--- config.mk ---
export PLATFORM = sky130hd
export DESIGN_NAME = ssm_top
export DESIGN_NICKNAME = d
export VERILOG_FILES = /design/src/pkg/ssm_pkg.sv /design/src/ssm_top.sv
export VERILOG_INCLUDE_DIRS = /design/src /design/src/pkg
export SDC_FILE = /design/constraint.sdc
export NUM_CORES = 1
export LEC_CHECK = 0
export BUFFER_PORTS_ARGS = -buffer_cell sky130_fd_sc_hd__buf_4
export CORE_MARGIN = 2
export CORE_UTILIZATION = 35
export CTS_CLUSTER_SIZE = 40
export DETAILED_ROUTE_END_ITERATION = 8
export PLACE_DENSITY = 0.61
export SYNTH_ARGS = -nofsm -noshare
export SYNTH_HDL_FRONTEND = slang
export SYNTH_SLANG_ARGS = --single-unit
--- constraint.sdc ---
create_clock -name sys_clk -period 4.55 [get_ports sys_clk]
set_clock_uncertainty 0.1 [all_clocks]
set_input_delay 0.6825 -clock sys_clk [delete_from_list [all_inputs] [get_ports sys_clk]]
set_output_delay 0.6825 -clock sys_clk [all_outputs]
set_load 0.005 [all_outputs]
--- src/pkg/ssm_params.svh ---
// Purpose: constants of the synchronous serial port block
// Assumes: 32-bit APB, byte addresses, one register per aligned word
// Notes:   definitions only
`ifndef SSM_PARAMS_SVH
`define SSM_PARAMS_SVH

// register byte offsets
`define SSM_OFF_BAUDCTL   12'h000
`define SSM_OFF_RXSTAT    12'h004
`define SSM_OFF_DIVLO     12'h008
`define SSM_OFF_DIVHI     12'h00c
`define SSM_OFF_TXDATA    12'h010
`define SSM_OFF_TXSTAT    12'h014
`define SSM_OFF_RXDATA    12'h018
`define SSM_OFF_INTCTL    12'h01c

// baud_and_clock_control fields
`define SSM_B_POL         4
`define SSM_B_WIDE        3
// receive_status_control fields
`define SSM_B_SERIAL_PORT_ENABLE        7
`define SSM_B_RX9         6
`define SSM_B_SINGLE_RECEIVE_ENABLE        5
`define SSM_B_CONTINUOUS_RECEIVE_ENABLE        4
`define SSM_B_OVERRUN_ERROR_FLAG        1
`define SSM_B_RECEIVE_NINTH_BIT        0
// transmit_status_control fields
`define SSM_B_CLOCK_SOURCE_MASTER_SELECT        7
`define SSM_B_TX9         6
`define SSM_B_TRANSMIT_ENABLE        5
`define SSM_B_SYNC        4
`define SSM_B_HIGH_SPEED_BAUD_SELECT        2
`define SSM_B_TRMT        1
`define SSM_B_TRANSMIT_NINTH_BIT        0
// interrupt control fields
`define SSM_B_RECEIVE_INTERRUPT_ENABLE        0
`define SSM_B_TRANSMIT_INTERRUPT_ENABLE        1
`define SSM_B_RECEIVE_INTERRUPT_FLAG        2
`define SSM_B_TXIF        3

// reset value of every writable register
`define SSM_RST_BYTE      8'h00
// last bit index of a character
`define SSM_LAST8         4'h7
`define SSM_LAST9         4'h8
// receive fifo depth in characters
`define SSM_FIFO_FULL     2'h2

`endif

--- src/pkg/ssm_pkg.sv ---
// Purpose: types shared by the synchronous serial port block
// Assumes: used with ssm_params.svh
// Notes:   one-hot engine states
package ssm_pkg;

   typedef enum logic [2:0] {
      SSM_IDLE = 3'b001,
      SSM_TX   = 3'b010,
      SSM_RX   = 3'b100
   } ssm_state_e;

   typedef struct packed {
      logic [11:0] paddr;
      logic        psel;
      logic        penable;
      logic        pwrite;
      logic [31:0] pwdata;
   } ssm_apb_req_s;

   typedef struct packed {
      logic [31:0] prdata;
      logic        pready;
      logic        pslverr;
   } ssm_apb_rsp_s;

endpackage

--- src/ssm_top.sv ---
// Purpose: synchronous half-duplex serial port, master or slave, with APB registers
// Assumes: sys_clk 125 MHz; link pins sampled through two flip-flops
// Notes:   output enables are active low (low = driving)
//
// The implementer's own choices: the address map and the APB slave port.
`include "ssm_params.svh"
`timescale 1ns/1ps
`default_nettype none

module ssm_top (
   input  wire logic                 sys_clk,
   input  wire logic                 rstn,
   input  wire ssm_pkg::ssm_apb_req_s apb_req,
   output var  ssm_pkg::ssm_apb_rsp_s apb_rsp,
   input  wire logic                 data_pin_in,
   output logic                      data_pin_out,
   output logic                      data_pin_oe_n,
   input  wire logic                 shift_clock_pin_in,
   output logic                      shift_clock_pin_out,
   output logic                      shift_clock_pin_oe_n,
   output logic                      rx_irq
);
   import ssm_pkg::*;

   // address match, used for every register
   function automatic logic hit(input logic [11:0] a, input logic [11:0] off);
      hit = (a == off);
   endfunction

   // software registers
   logic [7:0]  baudctl_reg;
   logic [7:0]  divlo_reg;
   logic [7:0]  divhi_reg;
   logic [7:0]  txctl_reg;
   logic        serial_port_enable_reg, rx9_reg, single_receive_enable_reg, continuous_receive_enable_reg;
   logic        receive_interrupt_enable_reg, transmit_interrupt_enable_reg;
   // engine state
   ssm_state_e  st_reg;
   logic [17:0] bcnt_reg;
   logic        half_reg;
   logic [3:0]  bit_reg;
   logic [8:0]  tsr_reg;
   logic [8:0]  rsr_reg;
   logic [8:0]  txbuf_reg;
   logic        txfull_reg;
   logic [8:0]  fifo_mem [2];
   logic        rdp_reg;
   logic [1:0]  cnt_reg;
   logic        overrun_error_flag_reg, ovr_cont_reg;
   logic        ck_prev_reg;
   logic [1:0]  s1_reg, s2_reg;
   ssm_apb_rsp_s rsp_reg;
   logic        dto_reg, dtoe_reg, cko_reg, ckoe_reg, irq_reg;

   // two-flop synchronisers: bit 0 data pin, bit 1 clock pin
   logic [1:0] pin_raw;
   assign pin_raw = {shift_clock_pin_in, data_pin_in};
   genvar gi;
   generate
      for (gi = 0; gi < 2; gi++) begin : g_sync
         always_ff @(posedge sys_clk) begin
            if (!rstn) begin
               s1_reg[gi] <= 1'b0;
               s2_reg[gi] <= 1'b0;
            end else begin
               s1_reg[gi] <= pin_raw[gi];
               s2_reg[gi] <= s1_reg[gi];
            end
         end
      end
   endgenerate

   // configuration decode
   wire pol      = baudctl_reg[`SSM_B_POL];
   wire wide     = baudctl_reg[`SSM_B_WIDE];
   wire master   = txctl_reg[`SSM_B_CLOCK_SOURCE_MASTER_SELECT];
   wire tx9      = txctl_reg[`SSM_B_TX9];
   wire transmit_enable     = txctl_reg[`SSM_B_TRANSMIT_ENABLE];
   wire sync_on  = txctl_reg[`SSM_B_SYNC];
   wire high_speed_baud_select     = txctl_reg[`SSM_B_HIGH_SPEED_BAUD_SELECT];
   wire transmit_ninth_bit     = txctl_reg[`SSM_B_TRANSMIT_NINTH_BIT];
   wire rx_mode  = single_receive_enable_reg | continuous_receive_enable_reg;
   wire port_on  = serial_port_enable_reg & sync_on;
   wire [3:0] last_bit = (st_reg == SSM_RX ? rx9_reg : tx9) ? `SSM_LAST9 : `SSM_LAST8;

   // baud: half period of (div+1) clocks, times four when low speed
   wire [15:0] div      = wide ? {divhi_reg, divlo_reg} : {8'h00, divlo_reg};
   wire [17:0] half_lim = high_speed_baud_select ? {2'b00, div} : {div, 2'b11};
   wire        active   = (st_reg != SSM_IDLE);
   wire        tick     = master & active & (bcnt_reg == half_lim);

   // leading and trailing edges from own divider or remote clock
   wire ck_s    = s2_reg[1];
   wire lead_ev = master ? (tick & ~half_reg)
                         : (ck_prev_reg == pol) & (ck_s != pol);
   wire trail_ev = master ? (tick & half_reg)
                          : (ck_prev_reg != pol) & (ck_s == pol);
   wire char_end = trail_ev & (bit_reg == last_bit);

   // apb decode; the access completes when pready is high
   wire        acc     = apb_req.psel & apb_req.penable;
   wire        done_ap = acc & rsp_reg.pready;
   wire        wr      = done_ap & apb_req.pwrite;
   wire        rd      = done_ap & ~apb_req.pwrite;
   wire [11:0] a       = apb_req.paddr;
   wire [7:0]  wd      = apb_req.pwdata[7:0];
   wire        w_baud  = wr & hit(a, `SSM_OFF_BAUDCTL);
   wire        w_rxst  = wr & hit(a, `SSM_OFF_RXSTAT);
   wire        w_dlo   = wr & hit(a, `SSM_OFF_DIVLO);
   wire        w_dhi   = wr & hit(a, `SSM_OFF_DIVHI);
   wire        w_txd   = wr & hit(a, `SSM_OFF_TXDATA);
   wire        w_txst  = wr & hit(a, `SSM_OFF_TXSTAT);
   wire        w_int   = wr & hit(a, `SSM_OFF_INTCTL);
   wire        mapped  = hit(a, `SSM_OFF_BAUDCTL) | hit(a, `SSM_OFF_RXSTAT)
                       | hit(a, `SSM_OFF_DIVLO)   | hit(a, `SSM_OFF_DIVHI)
                       | hit(a, `SSM_OFF_TXDATA)  | hit(a, `SSM_OFF_TXSTAT)
                       | hit(a, `SSM_OFF_RXDATA)  | hit(a, `SSM_OFF_INTCTL);

   // receive fifo view
   wire        receive_interrupt_flag    = (cnt_reg != 2'h0);
   wire [8:0]  head    = receive_interrupt_flag ? fifo_mem[rdp_reg] : 9'h000;  // empty fifo reads zero
   wire        rd_pop  = rd & hit(a, `SSM_OFF_RXDATA) & receive_interrupt_flag;
   wire        full    = (cnt_reg == `SSM_FIFO_FULL);
   wire        rx_stop = (st_reg == SSM_RX) & (master ? ~rx_mode : ~continuous_receive_enable_reg);
   wire        rx_done = (st_reg == SSM_RX) & char_end & ~rx_stop;
   // final bit is sampled on the pushing edge, so it is merged into the word here
   wire [8:0]  rx_word = rsr_reg | (9'(s2_reg[0]) << last_bit);
   wire        push    = rx_done & (~full | rd_pop);
   wire        ovf     = rx_done & full & ~rd_pop;
   wire        trmt    = (st_reg != SSM_TX);

   // start and stop conditions
   wire rx_go   = (st_reg == SSM_IDLE) & port_on & ~overrun_error_flag_reg
                & (master ? rx_mode : continuous_receive_enable_reg);
   wire tx_go   = (st_reg == SSM_IDLE) & port_on & transmit_enable & ~rx_mode
                & txfull_reg;

   // read data mux
   wire [7:0] rxst_rd = {serial_port_enable_reg, rx9_reg, single_receive_enable_reg, continuous_receive_enable_reg, 2'b00, overrun_error_flag_reg, head[8]};
   wire [7:0] txst_rd = {txctl_reg[7:3], txctl_reg[`SSM_B_HIGH_SPEED_BAUD_SELECT], trmt, txctl_reg[0]};
   wire [7:0] int_rd  = {4'h0, ~txfull_reg, receive_interrupt_flag, transmit_interrupt_enable_reg, receive_interrupt_enable_reg};
   wire [7:0] rd_byte =
        hit(a, `SSM_OFF_BAUDCTL) ? baudctl_reg :
        hit(a, `SSM_OFF_RXSTAT)  ? rxst_rd     :
        hit(a, `SSM_OFF_DIVLO)   ? divlo_reg   :
        hit(a, `SSM_OFF_DIVHI)   ? divhi_reg   :
        hit(a, `SSM_OFF_TXSTAT)  ? txst_rd     :
        hit(a, `SSM_OFF_RXDATA)  ? head[7:0]   :
        hit(a, `SSM_OFF_INTCTL)  ? int_rd      : 8'h00;

   // apb answer: one wait state, registered response
   always_ff @(posedge sys_clk) begin
      if (!rstn) begin
         rsp_reg <= '0;
      end else begin
         rsp_reg.pready  <= acc & ~rsp_reg.pready;
         rsp_reg.prdata  <= {24'h000000, rd_byte};
         rsp_reg.pslverr <= acc & ~rsp_reg.pready & ~mapped;
      end
   end

   // plain configuration registers
   always_ff @(posedge sys_clk) begin
      if (!rstn) begin
         baudctl_reg <= `SSM_RST_BYTE;
         divlo_reg   <= `SSM_RST_BYTE;
         divhi_reg   <= `SSM_RST_BYTE;
         txctl_reg   <= `SSM_RST_BYTE;
         receive_interrupt_enable_reg    <= 1'b0;
         transmit_interrupt_enable_reg    <= 1'b0;
      end else begin
         if (w_baud) baudctl_reg <= wd & 8'h18;
         if (w_dlo)  divlo_reg   <= wd;
         if (w_dhi)  divhi_reg   <= wd;
         if (w_txst) txctl_reg   <= wd & 8'hf5;       // status bit not stored
         if (w_int) begin
            receive_interrupt_enable_reg <= wd[`SSM_B_RECEIVE_INTERRUPT_ENABLE];
            transmit_interrupt_enable_reg <= wd[`SSM_B_TRANSMIT_INTERRUPT_ENABLE];
         end
      end
   end

   // receive control; software write after hardware clear so a write wins
   always_ff @(posedge sys_clk) begin
      if (!rstn) begin
         serial_port_enable_reg <= 1'b0;
         rx9_reg  <= 1'b0;
         single_receive_enable_reg <= 1'b0;
         continuous_receive_enable_reg <= 1'b0;
      end else begin
         if (rx_done & master) single_receive_enable_reg <= 1'b0;
         if (w_rxst) begin
            serial_port_enable_reg <= wd[`SSM_B_SERIAL_PORT_ENABLE];
            rx9_reg  <= wd[`SSM_B_RX9];
            single_receive_enable_reg <= wd[`SSM_B_SINGLE_RECEIVE_ENABLE];
            continuous_receive_enable_reg <= wd[`SSM_B_CONTINUOUS_RECEIVE_ENABLE];
         end
      end
   end

   // overrun flag: set wins over every clear
   wire overrun_error_flag_clr = (rd_pop & ~ovr_cont_reg) | (ovr_cont_reg & ~continuous_receive_enable_reg) | ~serial_port_enable_reg;
   always_ff @(posedge sys_clk) begin
      if (!rstn) begin
         overrun_error_flag_reg     <= 1'b0;
         ovr_cont_reg <= 1'b0;
      end else if (ovf) begin
         overrun_error_flag_reg     <= 1'b1;
         ovr_cont_reg <= continuous_receive_enable_reg;
      end else if (overrun_error_flag_clr) begin
         overrun_error_flag_reg     <= 1'b0;
      end
   end

   // two-character fifo; disabling the port empties it
   always_ff @(posedge sys_clk) begin
      if (!rstn || !serial_port_enable_reg) begin
         rdp_reg <= 1'b0;
         cnt_reg <= 2'h0;
      end else begin
         if (push) fifo_mem[rdp_reg ^ cnt_reg[0]] <= rx_word;
         if (rd_pop) rdp_reg <= ~rdp_reg;
         cnt_reg <= cnt_reg + {1'b0, push} - {1'b0, rd_pop};
      end
   end

   // transmit holding register; ninth bit captured with the data
   always_ff @(posedge sys_clk) begin
      if (!rstn || !serial_port_enable_reg) begin
         txfull_reg <= 1'b0;
         txbuf_reg  <= 9'h000;
      end else if (w_txd) begin
         txfull_reg <= 1'b1;
         txbuf_reg  <= {transmit_ninth_bit, wd};
      end else if (tx_go) begin
         txfull_reg <= 1'b0;
      end
   end

   // baud counter and half-cycle phase; idle keeps the phase at zero
   always_ff @(posedge sys_clk) begin
      if (!rstn || !active || !master) begin
         bcnt_reg <= 18'h00000;
         half_reg <= 1'b0;
      end else if (tick) begin
         bcnt_reg <= 18'h00000;
         half_reg <= ~half_reg;
      end else begin
         bcnt_reg <= bcnt_reg + 18'h00001;
      end
   end

   // character engine
   always_ff @(posedge sys_clk) begin
      if (!rstn || !serial_port_enable_reg) begin
         st_reg  <= SSM_IDLE;
         bit_reg <= 4'h0;
         tsr_reg <= 9'h000;
         rsr_reg <= 9'h000;
      end else begin
         case (st_reg)
            SSM_IDLE: begin
               bit_reg <= 4'h0;
               rsr_reg <= 9'h000;
               if (rx_go) begin
                  st_reg <= SSM_RX;
               end else if (tx_go) begin
                  st_reg  <= SSM_TX;
                  tsr_reg <= txbuf_reg;
               end
            end
            SSM_TX: begin
               if (trail_ev) begin
                  tsr_reg <= {1'b0, tsr_reg[8:1]};
                  bit_reg <= bit_reg + 4'h1;
               end
               if (char_end) st_reg <= SSM_IDLE;
            end
            SSM_RX: begin
               if (rx_stop) begin
                  st_reg <= SSM_IDLE;
               end else if (char_end) begin
                  rsr_reg <= 9'h000;
                  bit_reg <= 4'h0;
                  if (!continuous_receive_enable_reg || ovf) st_reg <= SSM_IDLE;
               end else if (trail_ev) begin
                  rsr_reg[bit_reg] <= s2_reg[0];
                  bit_reg <= bit_reg + 4'h1;
               end
            end
            default: st_reg <= SSM_IDLE;
         endcase
      end
   end

   // pins and interrupt, all registered
   always_ff @(posedge sys_clk) begin
      if (!rstn) begin
         ck_prev_reg <= 1'b0;
         dto_reg     <= 1'b0;
         dtoe_reg    <= 1'b1;
         cko_reg     <= 1'b0;
         ckoe_reg    <= 1'b1;
         irq_reg     <= 1'b0;
      end else begin
         ck_prev_reg <= ck_s;
         dtoe_reg    <= ~(port_on & ~rx_mode & transmit_enable);
         ckoe_reg    <= ~(port_on & master);
         irq_reg     <= receive_interrupt_flag & receive_interrupt_enable_reg;
         if ((st_reg == SSM_TX) & lead_ev) dto_reg <= tsr_reg[0];
         if (master & active & lead_ev & ~rx_stop) cko_reg <= ~pol;
         else if (~active | trail_ev | rx_stop) cko_reg <= pol;
      end
   end

   assign apb_rsp              = rsp_reg;
   assign data_pin_out         = dto_reg;
   assign data_pin_oe_n        = dtoe_reg;
   assign shift_clock_pin_out  = cko_reg;
   assign shift_clock_pin_oe_n = ckoe_reg;
   assign rx_irq               = irq_reg;

   // checks next to the logic they guard
   a_dt_released: assert property (@(posedge sys_clk) disable iff (!rstn)
      (port_on & rx_mode) |=> data_pin_oe_n)
      else $error("data driver on during receive");
   a_ck_released: assert property (@(posedge sys_clk) disable iff (!rstn)
      (serial_port_enable_reg & ~master) |=> shift_clock_pin_oe_n)
      else $error("clock driver on in slave mode");
   a_ck_idle_level: assert property (@(posedge sys_clk) disable iff (!rstn)
      (st_reg == SSM_IDLE) [*2] |=> (shift_clock_pin_out == $past(pol)))
      else $error("clock not at idle level");
   a_single_receive_enable_self_clear: assert property (@(posedge sys_clk) disable iff (!rstn)
      (rx_done & master & ~w_rxst) |=> !single_receive_enable_reg)
      else $error("single receive not cleared");
   a_abort_drops: assert property (@(posedge sys_clk) disable iff (!rstn)
      (rx_stop & serial_port_enable_reg) |=> (st_reg == SSM_IDLE) && (cnt_reg == $past(cnt_reg) - $past({1'b0, rd_pop})))
      else $error("aborted character not dropped");
   a_overrun_keeps: assert property (@(posedge sys_clk) disable iff (!rstn)
      (ovf & serial_port_enable_reg) |=> overrun_error_flag_reg && (cnt_reg == `SSM_FIFO_FULL))
      else $error("overrun lost or overwrote data");
   a_overrun_blocks: assert property (@(posedge sys_clk) disable iff (!rstn)
      (overrun_error_flag_reg && st_reg == SSM_IDLE) |=> (st_reg != SSM_RX))
      else $error("receive started under overrun");
   a_irq_gated: assert property (@(posedge sys_clk) disable iff (!rstn)
      rx_irq |-> $past(receive_interrupt_enable_reg && cnt_reg != 2'h0))
      else $error("interrupt without enable");
   a_rx_sample: assert property (@(posedge sys_clk) disable iff (!rstn)
      (st_reg == SSM_RX && trail_ev && bit_reg == 4'h0 && !rx_stop && !char_end)
      |=> rsr_reg[0] == $past(s2_reg[0]))
      else $error("bit not sampled on trailing edge");
   a_fifo_pop: assert property (@(posedge sys_clk) disable iff (!rstn || !serial_port_enable_reg)
      (rd_pop && !push) |=> cnt_reg == $past(cnt_reg) - 2'h1)
      else $error("read did not advance fifo");

endmodule

`default_nettype wire

# == After elaboration in Yosys (flattened, before gate mapping) ==
# Memory sizes are Yosys's and may differ from the RTL's. A register that Yosys moved wholly into a read port is not among the register bits.
# Cells that the tools add are included.
# word_totals
regBits,133
ramBits,18
inputBits,51
output_inout_bits,39
wordCells,225
n_memories,1
# memory_table
name,depth,word_bits,rd,rd_clocked_by_memory_dff,write_ports,line_no,text
fifo_mem,2,9,1,1,1,ssm_top.sv:46,logic [8:0] fifo_mem [2];
# classes
addsub,4
magnitude_cmp,2
eq_ne,28
shift,1
n_mux,51
n_bitwise,78
n_reduce_logical,24
# ops
cell,n
9-bit 2-to-1 mux,7
12-bit by 5-bit == test with 1-bit output (second input constant),4
8-bit 2-to-1 mux,6
1-bit bitwise AND,45
9-bit case mux with 2 select lines,2
12-bit by 4-bit == test with 1-bit output (second input constant),2
4-bit 2-to-1 mux,5
1-bit 2-to-1 mux,19
18-bit by 1-bit adder with 18-bit output (second input constant),1
18-bit == test,1
18-bit 2-to-1 mux,1
3-bit 2-to-1 mux,6
1-bit NOT,18
16-bit 2-to-1 mux,1
2-bit nonzero test,7
1-bit bitwise OR,13
12-bit by 3-bit == test with 1-bit output (second input constant),1
12-bit zero test,1
4-bit case mux with 3 select lines,1
2-bit != test (second input constant),5
9-bit bitwise mux,1
3-bit != test (second input constant),3
9-bit bitwise OR,1
3-bit case mux with 3 select lines,1
25 further kinds,36

# == Longest topological paths before layout ==
# Gate-level depths: netlist of run 1.
# depth
word_depth,16
depth_mapped,16
depth_no_buf,13

# == Worst setup path before layout of run 1 ==
# OpenSTA, ideal clock, no wires.
# synth_timing
path_type,register -> register
startpoint,reg txctl_reg[2]
endpoint,reg cnt_reg[1]
setup_ps,128
t_arrival_ps,2952
required_ps,4322
setup_slack_ps,1371
path_stages_with_launch,16
path_buffers,2
synth_period_minus_slack_ps,3179
path_cell_list,dfxtp_1 buf_6 mux2i_1 mux2_4 nor4_4 nand3_2 o31ai_4 buf_6 and2b_1 nand3_1 ha_1 inv_1 ha_1 xor2_1 xnor2_1 nor2_1
# synth_between
elab_chain_len,11
# synth_lines
item,line_no,text
from (decl),ssm_top.sv:34,logic [7:0] txctl_reg;
from (signal assigned),ssm_top.sv:168,txctl_reg <= `SSM_RST_BYTE;
from (signal assigned),ssm_top.sv:175,if (w_txst) txctl_reg <= wd & 8'hf5;
18-bit 2-to-1 mux,ssm_top.sv:88,"wire [17:0] half_lim = high_speed_baud_select ? {2'b00, div} : {div, 2'b11};"
18-bit == test,ssm_top.sv:90,wire tick = master & active & (bcnt_reg == half_lim);
1-bit bitwise AND,ssm_top.sv:90,
1-bit bitwise AND,ssm_top.sv:96,wire trail_ev = master ? (tick & half_reg)
1-bit 2-to-1 mux,ssm_top.sv:96,
1-bit bitwise AND,ssm_top.sv:98,wire char_end = trail_ev & (bit_reg == last_bit);
1-bit bitwise AND (2 in a row),ssm_top.sv:125,wire rx_done = (st_reg == SSM_RX) & char_end & ~rx_stop;
1-bit bitwise AND,ssm_top.sv:128,wire push = rx_done & (~full | rd_pop);
2-bit by 1-bit adder with 2-bit output,ssm_top.sv:223,"cnt_reg <= cnt_reg + {1'b0, push} - {1'b0, rd_pop};"
2-bit by 1-bit subtractor with 2-bit output,ssm_top.sv:223,
to (signal assigned),ssm_top.sv:223,
to (decl),ssm_top.sv:48,logic [1:0] cnt_reg;
# No other way between the ends.
# A chain may end at the register's enable or synchronous reset.

# == Final worst setup path of run 1 ==
# Same ends and word-level chain as after synthesis.

==> reports/qor.txt, run 1 <==
Iteration-0 DRC Markers - 371
Leak - 2.753 nW
Hold Vio Cnt, Final - 0
Hold-fix buffers, CTS - 0
Yosys warning total - 0
CTS sink cnt - 128
Final period util - 81.85%
Ports - 90
Startpoint Class - register
hold path depth - 1
Cell Chain, Critical Path - mux2i_1, xnor2_1, o32ai_1, o2111ai_1, o31ai_4, and2b_1, nand3_1, ha_1, inv_1, ha_1, xor2_1, xnor2_1, nor2_1
CP Capture Type - register
Peak VDD IR - 0.2616 mV
Setup Slack @ Placement - 0.8082 ns
status - finished clean
Final Max Slew Viols - 0
post-synthesis adder-cell area fraction - 1.367%
Worst Hold Path EP - ck_s
CP required - 4.72 ns
#FFs+latches synth - 128
post-route insts no fill - 947
total track usage - 16.07%
GPL Wtd Cong - 0.8938
input/output buffers - 41
Simple-Gate Fraction of Synth Area - 22.05%
RSZ-0062 raised after global routing - no
gr ovfl total - 0
Reg-to-Reg Start - txctl_reg[2]
Resized cells post-CTS - 0
vias in the first global route - 4,543
PwrDens - 355.2 mW/mm²
Worst path max stage delay - 0.89 ns
Avg Inst Size Synth - 9.521 µm²
Die Width - 139.3 µm
worst skew pair latency - 0.42 ns
Cell Area, Synth - 0.006407 mm²
worst hold path class - reg2reg
register area share after synthesis - 42.80%
Placed Cells - 915
hpwl dp - 11.06 mm
mux cell area share after synthesis - 11.46%
Crit-path slowest cell - dfxtp_1
pin count of the biggest net entering global routing - 37
Reg2Reg Setup Slack - 0.83 ns
Antenna Cells - 0
Initial Util - 35.67%
Worst slew margin - 28.13%
area of the die - 0.01940 mm²
Routed WL per cell - 16.32 µm
worst r2r dst - cnt_reg[1]
nets - 763
minimum clock period - 3.724 ns
initial antenna violation count - 0
Worst-path clk slew - 0.06 ns
Hold Slack - 0.3348 ns
TNS Setup - 0 ns
CTS tree - built
final wirelength - 15.46 mm
postcts setup bufs - 0
Synth async-reset ratio - 0%
critical path type - reg2reg
top_reg_cell synth - dfxtp_1
main combinational cell family by area after synthesis - simple AND/OR/NAND/NOR gates
Post-synth EDFFs - 18
Num CTS Buffers - 17
Routed Antenna Nets - 0
num rows - 49
xor and xnor area share after synthesis - 4.921%
post-synthesis compound-gate area fraction - 11.03%
Via Count - 4,844
Worst Max-Slew Pin Slew - 1.068 ns
first-pass GRT wire length - 24.68 mm
share of cells above drive strength 1 - 15.88%
DR vias/cell - 5.115
Setup WS post-layout - 0.8257 ns
Synth Instances - 673
Chip Height - 139.3 µm
router iterations before antenna repair - 8
# setup viols final - 0
r2r worst-path depth - 13
Worst EP arrival - 3.89 ns
hold wc startpoint - s1_reg[1]
Unique masters post-synth - 73
Max-cap violations - 0
fmax - 0.2685 GHz
Area growth syn-to-layout - 15.78%
# DRC - 0
peak fanout along the critical path - 22
CTS max path bufs - 2
CTS H-Tree Depth - 4
Core Footprint - 0.01796 mm²
Root Buffer - clkbuf_16
[how the worst max path moves through the flow]
stage / from / end / slack (ns) / cells past startpoint
after floorplan: txctl_reg[2] / cnt_reg[1] / 1.37 / 15
after global placement: txctl_reg[2] / cnt_reg[1] / 0.86 / 13
after detailed placement: txctl_reg[2] / cnt_reg[1] / 0.81 / 13
after CTS: txctl_reg[2] / cnt_reg[1] / 0.80 / 13
after global routing: txctl_reg[2] / cnt_reg[1] / 0.54 / 13
final: txctl_reg[2] / cnt_reg[1] / 0.83 / 13
[power breakdown]
part | internal, mW | switching [mW] | leakage (nW) | total [mW]
Combinational | 0.0239 | 0.0348 | 1.36 | 0.0588
Sequential | 1.15 | 0.00185 | 1.09 | 1.15
Clock | 0.911 | 0.518 | 0.309 | 1.43
[cell usage after synthesis, types with 7 or more instances]
library cell	n	share of area, %
dfxtp_1	110	34
a22oi_1	7	0.82
o21ai_0	9	0.70
inv_1	17	1.0
mux2i_1	58	9.1
nand2_1	37	2.2
buf_4	29	3.4
and3_1	9	0.88
nor2_1	82	4.8
edfxtp_1	18	8.4
xnor2_1	20	2.7
nor2b_1	29	2.8
xor2_1	16	2.2
ha_1	7	1.4
nand2b_1	9	0.88
nor3_1	7	0.55
a21oi_1	25	2.0
mux2_2	11	1.9
nand4_1	8	0.78
and2_1	7	0.68
clkbuf_1	24	1.4
o221a_1	8	1.4
nand3_1	38	3.0
[kinds of logic after synthesis]
| kind of cell | after synthesis |
|---|---|
| simple gates | 265 |
| flops | 128 |
| compound gates | 91 |
| buf+inv | 74 |
| mux | 71 |
| xor+xnor | 36 |
| fa+ha+maj | 7 |
| other cells | 1 |
[critical path: cells and delay by family (launching register included)]
family	cells	cell delay (ns)
xor+xnor	3	0.40
flops	1	0.89
buf+inv	1	0.06
fa+ha+maj	2	0.44
mux	1	0.37
simple gates	3	0.30
compound gates	3	1.02
[stage by stage]
stage               power, mW  utilization [%]  cell area, µm²
detailed placement      1.230            37.81            6793
CTS                     2.656            41.30            7418
finish                  2.635            41.30            7418
global placement        1.230            37.81            6793
global route            2.717            41.30            7418
floorplan               1.211                -            6494
[area by class of cell]
class	count	area, µm²
sequential	128	2743
fill	1785	10550
tap	229	286.5
clock inverter	12	157.7
timing repair buffer	47	352.8
inverter	17	63.81
clock buffer	20	467.9
multi-input combinational	494	3347
[placed cells by master (no fill, tap or decap), types with 3 or more instances in the layout]
cell type,n
nor3_1,7
conb_1,24
a222oi_1,3
nand3b_1,6
inv_1,17
nand2b_1,9
xnor2_1,20
a221oi_1,6
nor2_1,82
or3b_2,4
clkinv_4,6
dfxtp_1,110
o21bai_1,3
a22oi_1,7
o22ai_1,4
xor2_1,16
mux2_2,11
a21boi_0,3
o221a_1,8
clkinv_2,3
nor2b_1,29
o211ai_1,3
clkbuf_16,18
and2_1,7
ha_1,7
o21ai_0,9
nor4_1,3
mux2i_1,58
nand2_1,37
edfxtp_1,18
and3_1,9
nand3_1,38
nand4_1,8
bufinv_16,3
buf_4,47
a21oi_1,25
[per-layer routing]
layer,GRT usage (%),wire (µm),up-vias
met5,0,0,-
met4,4.944,169,0
met3,4.370,895,16
met2,24.38,6754,137
met1,22.33,7636,2288
li1,-,-,2403
Power figures use the tool's default switching activity.
==> inputs of run 2 (changes only) <==
--- a/config.mk
+++ b/config.mk
@@ -6,6 +6,7 @@
 export SDC_FILE = /design/constraint.sdc
 export NUM_CORES = 1
 export LEC_CHECK = 0
+export ABC_AREA = 1
 export BUFFER_PORTS_ARGS = -buffer_cell sky130_fd_sc_hd__buf_4
 export CORE_MARGIN = 2
 export CORE_UTILIZATION = 35
==> constraint.sdc (replaced) <==
create_clock -name sys_clk -period 3.9 [get_ports sys_clk]
set_clock_uncertainty 0.1 [all_clocks]
set_input_delay 0.585 -clock sys_clk [delete_from_list [all_inputs] [get_ports sys_clk]]
set_output_delay 0.585 -clock sys_clk [all_outputs]
set_load 0.005 [all_outputs]
==> run 2 against run 1 <==
Global-route usage up 0.71 points; via count is 19% higher; cell count up 26%; sequential share of layout area shrank 0.43 points; final area increased by 1.2%; sequential power up 17%; setup slack worse by 0.12 ns; fmax is 17% higher; total power grew 15%; largest power group unchanged.
==> reports/qor.txt, run 2 <==
Synth async-reset ratio - 0% (unchanged)
share of cells above drive strength 1 - 10.83% (-5.0 points)
#FFs+latches synth - 128 (unchanged)
Routed WL per cell - 13.46 µm (-18%)
Via Count - 5,742 (+19%)
area of the die - 0.01973 mm² (+1.7%)
CTS max path bufs - 2 (unchanged)
Synth Instances - 913 (+36%)
Antenna Cells - 0 (unchanged)
Max-cap violations - 0 (unchanged)
Routed Antenna Nets - 0 (unchanged)
Resized cells post-CTS - 0 (unchanged)
most frequent cells in the layout - nand2_1 (212), inv_1 (132), dfxtp_1 (110)
GPL Wtd Cong - 0.8782 (-1.7%)
Simple-Gate Fraction of Synth Area - 26.09% (+4.0 points)
hpwl dp - 11.67 mm (+5.4%)
xor and xnor area share after synthesis - 1.747% (-3.2 points)
top_reg_cell synth - dfxtp_1
RSZ-0062 raised after global routing - no
Worst EP arrival - 3.43 ns (-0.46 ns)
Iteration-0 DRC Markers - 507 (+37%)
final wirelength - 16.00 mm (+3.5%)
Avg Inst Size Synth - 7.139 µm² (-25%)
Ports - 90 (unchanged)
Yosys warning total - 0 (unchanged)
CP required - 4.14 ns (-0.58 ns)
Startpoint Class - register
CTS H-Tree Depth - 4 (unchanged)
Num CTS Buffers - 17 (unchanged)
CTS tree - built
Area growth syn-to-layout - 15.15%
worst hold path class - in2reg
main combinational cell family by area after synthesis - simple AND/OR/NAND/NOR gates
hold path depth - 3 (+2)
Hold Slack - 0.2455 ns (-0.08930 ns)
post-synthesis compound-gate area fraction - 15.22% (+4.2 points)
input/output buffers - 41 (unchanged)
most common cell after layout, fill and taps aside - nand2_1
router iterations before antenna repair - 5 (-3)
post-route insts no fill - 1,189 (+26%)
minimum clock period - 3.193 ns (-0.5314 ns)
Hold-fix buffers, CTS - 0 (unchanged)
Leak - 3.106 nW (+13%)
first-pass GRT wire length - 26.15 mm (+6.0%)
Core Footprint - 0.01815 mm² (+1.0%)
Final period util - 81.87% (about the same)
postcts setup bufs - 0 (unchanged)
top cell type's share of synthesized area - 33.79% (-0.58 points)
gr ovfl total - 0 (unchanged)
status - finished clean
total track usage - 16.78% (+0.71 points)
DR vias/cell - 4.829 (-5.6%)
# DRC - 0 (unchanged)
Setup Slack @ Placement - 0.7101 ns (-0.09811 ns)
post-synthesis adder-cell area fraction - 1.344% (-0.023 points)
register area share after synthesis - 42.08% (-0.72 points)
Post-synth top cells - nand2_1 (212), inv_1 (132), dfxtp_1 (110)
TNS Setup - 0 ns (unchanged)
fmax - 0.3132 GHz (+17%)
Synth area leaders - dfxtp_1 (34%), nand2_1 (12%), edfxtp_1 (8.3%)
Post-synth EDFFs - 18 (unchanged)
critical path type - reg2reg
CTS sink cnt - 128 (unchanged)
Setup WS post-layout - 0.7071 ns (-0.1186 ns)
Yosys top cell by area - dfxtp_1
nets - 1,006 (+32%)
Cell Area, Synth - 0.006518 mm² (+1.7%)
Worst Max-Slew Pin Slew - 0.7183 ns (-0.3500 ns)
Root Buffer - clkbuf_16
Worst slew margin - 51.98% (+24 points)
CP Capture Type - register
Die Width - 140.5 µm (+0.83%)
Final Max Slew Viols - 0 (unchanged)
num rows - 49 (unchanged)
worst skew pair latency - 0.42 ns (about the same)
count leader, synth - nand2_1
Placed Cells - 1,158 (+27%)
Peak VDD IR - 0.3372 mV (+29%)
pin count of the biggest net entering global routing - 45 (+22%)
PwrDens - 404.4 mW/mm² (+14%)
# setup viols final - 0 (unchanged)
Hold Vio Cnt, Final - 0 (unchanged)
mux cell area share after synthesis - 0.4991% (-11 points)
Worst-path clk slew - 0.06 ns (about the same)
initial antenna violation count - 0 (unchanged)
Initial Util - 35.91% (+0.25 points)
vias in the first global route - 5,129 (+13%)
r2r worst-path depth - 20 (+7)
Chip Height - 140.5 µm (+0.83%)
peak fanout along the critical path - 19 (-14%)
Unique masters post-synth - 47 (-36%)
-- run 2: stage by stage --
stage | utilization, % | cell area [µm²] | power (mW)
floorplan | - | 6604 | 1.414
global placement | 38.07 | 6909 | 1.435
detailed placement | 38.07 | 6909 | 1.435
CTS | 41.35 | 7505 | 3.052
global route | 41.35 | 7505 | 3.126
finish | 41.35 | 7505 | 3.035
-- run 2: final timing paths --
kind | start | endpoint | slack, ns
setup / recovery | txctl_reg[2] | cnt_reg[1] | 0.71
hold / removal | shift_clock_pin_in | s1_reg[1] | 0.25
setup reg to reg | txctl_reg[2] | cnt_reg[1] | 0.71
hold reg to reg | s1_reg[1] | ck_s | 0.31
-- run 2: logic make-up (layout without fill, tap and decap cells) --
logic type | after synthesis | in the layout
AOI/OAI and AO/OA | 180 | 180
xor gates and xnor gates | 13 | 13
adders and majority gates | 7 | 7
buffers and inverters | 190 | 214
DFF | 128 | 128
muxes | 3 | 3
other | 1 | 24
and+or+nand+nor | 391 | 391
-- run 2: metal layers --
layer | track usage, % | vias up | wire length (µm)
met5 | 0 | - | 0
met4 | 5.895 | 0 | 342
met3 | 3.863 | 26 | 976
met2 | 24.95 | 158 | 6711
met1 | 23.89 | 2593 | 7974
li1 | - | 2965 | -
-- run 2: final cells by class --
| cell class | count | area [µm²] |
|---|---|---|
| well taps | 229 | 286.5 |
| clock buffers | 21 | 460.4 |
| inverters | 136 | 510.5 |
| clock inverters | 10 | 135.1 |
| multi-input cells | 618 | 3017 |
| repair buffers | 47 | 352.8 |
| flip-flops and latches | 128 | 2743 |
| fillers | 1892 | 10640 |
-- run 2: where the power goes --
part / internal [mW] / leakage, nW / switching [mW]
Sequential: 1.34 / 1.08 / 0.00174
Combinational: 0.0268 / 1.73 / 0.0424
Clock: 1.03 / 0.293 / 0.593
Total: 2.40 / 3.11 / 0.637
-- run 2: critical path, cell delays in order (launching register included) --
cell	delay [ns]
dfxtp_1	0.37
inv_2	0.28
nand3_1	0.13
nand2_1	0.08
nand2_1	0.05
inv_1	0.04
nand2_1	0.04
nor2_1	0.16
nand2_1	0.11
nor2_4	0.15
nand3_4	0.13
nand2_4	0.11
nand2_4	0.11
nor2_2	0.14
nand2_1	0.07
ha_1	0.27
inv_1	0.04
ha_1	0.18
xnor2_1	0.13
or2_2	0.27
a21oi_1	0.13
==> inputs of run 3 (changes only) <==
--- a/config.mk
+++ b/config.mk
@@ -12,7 +12,7 @@
 export CORE_UTILIZATION = 35
 export CTS_CLUSTER_SIZE = 40
 export DETAILED_ROUTE_END_ITERATION = 8
-export PLACE_DENSITY = 0.61
+export PLACE_DENSITY = 0.63
 export SYNTH_ARGS = -nofsm -noshare
 export SYNTH_HDL_FRONTEND = slang
 export SYNTH_SLANG_ARGS = --single-unit
==> constraint.sdc (replaced) <==
create_clock -name sys_clk -period 2.85 [get_ports sys_clk]
set_clock_uncertainty 0.1 [all_clocks]
set_input_delay 0.4275 -clock sys_clk [delete_from_list [all_inputs] [get_ports sys_clk]]
set_output_delay 0.4275 -clock sys_clk [all_outputs]
set_load 0.005 [all_outputs]
==> run 3 against run 2 <==
The flow now finishes with violations (setup timing); cell count grew 2.9%; critical path depth grew 2; total power grew 35%; sequential cell count is the same; critical path type unchanged.
==> reports/qor.txt, run 3 (same netlist as run 2, synthesis figures left out) <==
vias in the first global route - 5,078 (-0.99%)
Leak - 3.297 nW (+6.2%)
Worst-path clk slew - 0.06 ns (about the same)
fmax - 0.3474 GHz (+11%)
CP Capture Type - register
Root Buffer - clkbuf_16
status - complete, but fails checks
pin count of the biggest net entering global routing - 31 (-31%)
Routed WL per cell - 13.43 µm (-0.24%)
Worst slew margin - 65.25% (+13 points)
CTS H-Tree Depth - 4 (unchanged)
worst hold path class - in2reg
final wirelength - 16.42 mm (+2.6%)
CTS sink cnt - 128 (unchanged)
hold path depth - 3 (unchanged)
Crit path depth - 22 (+10%)
Worst Max-Slew Pin Slew - 0.5200 ns (-0.1983 ns)
input/output buffers - 41 (unchanged)
Finished Core Util - 43.41% (+2.1 points)
DR vias/cell - 4.784 (-0.93%)
Final period util - 101.0% (+19 points)
worst skew pair latency - 0.43 ns (about the same)
CTS max path bufs - 2 (unchanged)
TNS Setup - -0.02850 ns (-0.02850 ns)
Area growth syn-to-layout - 20.87%
most frequent cells in the layout - nand2_1 (204), inv_1 (131), dfxtp_1 (108)
CTS tree - built
Antenna Cells - 0 (unchanged)
CP bufs+invs - 4 (+1)
total track usage - 16.55% (-0.23 points)
share of cells above drive strength 1 - 15.90% (+5.1 points)
Worst path max stage delay - 0.39 ns (+0.02 ns)
Core Footprint - 0.01815 mm² (unchanged)
# DRC - 0 (unchanged)
Setup WS post-layout - -0.02850 ns (-0.7356 ns)
Chip Height - 140.5 µm (unchanged)
CP required - 3.10 ns (-1.04 ns)
first-pass GRT wire length - 25.69 mm (-1.8%)
Num CTS Buffers - 17 (unchanged)
Die Width - 140.5 µm (unchanged)
area of the die - 0.01973 mm² (unchanged)
hpwl dp - 11.96 mm (+2.5%)
most common cell after layout, fill and taps aside - nand2_1
Via Count - 5,851 (+1.9%)
router iterations before antenna repair - 5 (unchanged)
Largest delay share family, worst path - simple AND/OR/NAND/NOR gates
Crit-path slowest cell - dfxtp_4
GPL Wtd Cong - 0.8611 (-1.9%)
PwrDens - 518.8 mW/mm² (+28%)
Hold Vio Cnt, Final - 0 (unchanged)
r2r worst-path depth - 22 (+10%)
# setup viols final - 1 (+1)
Initial Util - 35.91% (unchanged)
Max-cap violations - 0 (unchanged)
initial antenna violation count - 0 (unchanged)
Final Max Slew Viols - 0 (unchanged)
gr ovfl total - 0 (unchanged)
nets - 1,039 (+3.3%)
Ports - 90 (unchanged)
Startpoint Class - register
Most common cell on crit path - nand2_1
Peak VDD IR - 0.4647 mV (+38%)
num rows - 49 (unchanged)
Fillers - 1,806 (-4.5%)
minimum clock period - 2.878 ns (-0.3144 ns)
Iteration-0 DRC Markers - 388 (-23%)
Cell Chain, Critical Path - buf_12, clkinv_16, nand2_2, nand2_1, nand2_1, nand2_1, inv_1, nand2_1, nor2_2, nand2_2, nor2_4, nand3_4, nand2_4, nand2_4, nor2_4, nand2_1, ha_1, inv_2, ha_4, xnor2_2, or2_4, a21oi_2
peak fanout along the critical path - 19 (unchanged)
failing checks - setup timing
Hold Slack - 0.07585 ns (-0.1696 ns)
critical path type - reg2reg
Routed Antenna Nets - 0 (unchanged)
RSZ-0062 raised after global routing - yes
Worst EP arrival - 3.13 ns (-0.30 ns)
-- run 3: path summary, 6_finish.rpt --
| path | from | endpoint | slack, ns |
|---|---|---|---|
| worst min register to register | s1_reg[1] | ck_s | 0.31 |
| worst max register to register | txctl_reg[2] | cnt_reg[1] | -0.03 |
| worst max-delay path | txctl_reg[2] | cnt_reg[1] | -0.03 |
| worst min-delay path | shift_clock_pin_in | s1_reg[1] | 0.08 |
-- run 3: area by class of cell --
type / instances / area (µm²) / share of cell area [%]
clock buffers: 19 / 464.2 / 5.893
clock inverters: 13 / 125.1 / 1.588
inverters: 136 / 536.8 / 6.814
multi-input cells: 618 / 3083 / 39.14
flip-flops and latches: 128 / 2750 / 34.91
well taps: 229 / 286.5 / 3.637
repair buffers: 80 / 631.9 / 8.021
-- run 3: per-stage QoR --
stage / area [µm²] / setup slack (ns) / power [mW] / std cells
after floorplan: 6604 / 0.1618 / 1.934 / 936
after global placement: 7089 / -0.03041 / 1.965 / 1182
after detailed placement: 7089 / -0.06263 / 1.966 / 1182
after CTS: 7687 / 0.01528 / 4.121 / 1214
after global routing: 7878 / -0.1908 / 4.205 / 1223
final: 7878 / -0.02850 / 4.087 / 1223
-- run 3: what timing repair did --
action	in CTS	in global routing
setup buffers	0	9
setup endpoints to repair	1	1
pin swaps	0	14
gates resized for setup	4	34
hold buffers	0	0
-- run 3: worst min-delay path, stage by stage --
cell and delay, ns:
buf_4 0.08, nand2_1 0.04, inv_1 0.04
-- run 3: where the power goes --
| part | switching [mW] | total (mW) | internal, mW |
|---|---|---|---|
| registers | 0.00239 | 1.83 | 1.83 |
| clock network | 0.873 | 2.16 | 1.29 |
| logic | 0.0585 | 0.0965 | 0.0380 |
-- run 3: metal layers --
metal | routed length [µm] | vias to the layer above | GRT usage, %
met1 | 8037 | 2620 | 23.63
li1 | - | 3029 | -
met3 | 1026 | 15 | 4.342
met5 | 0 | - | 0
met4 | 203 | 0 | 4.842
met2 | 7155 | 187 | 24.61
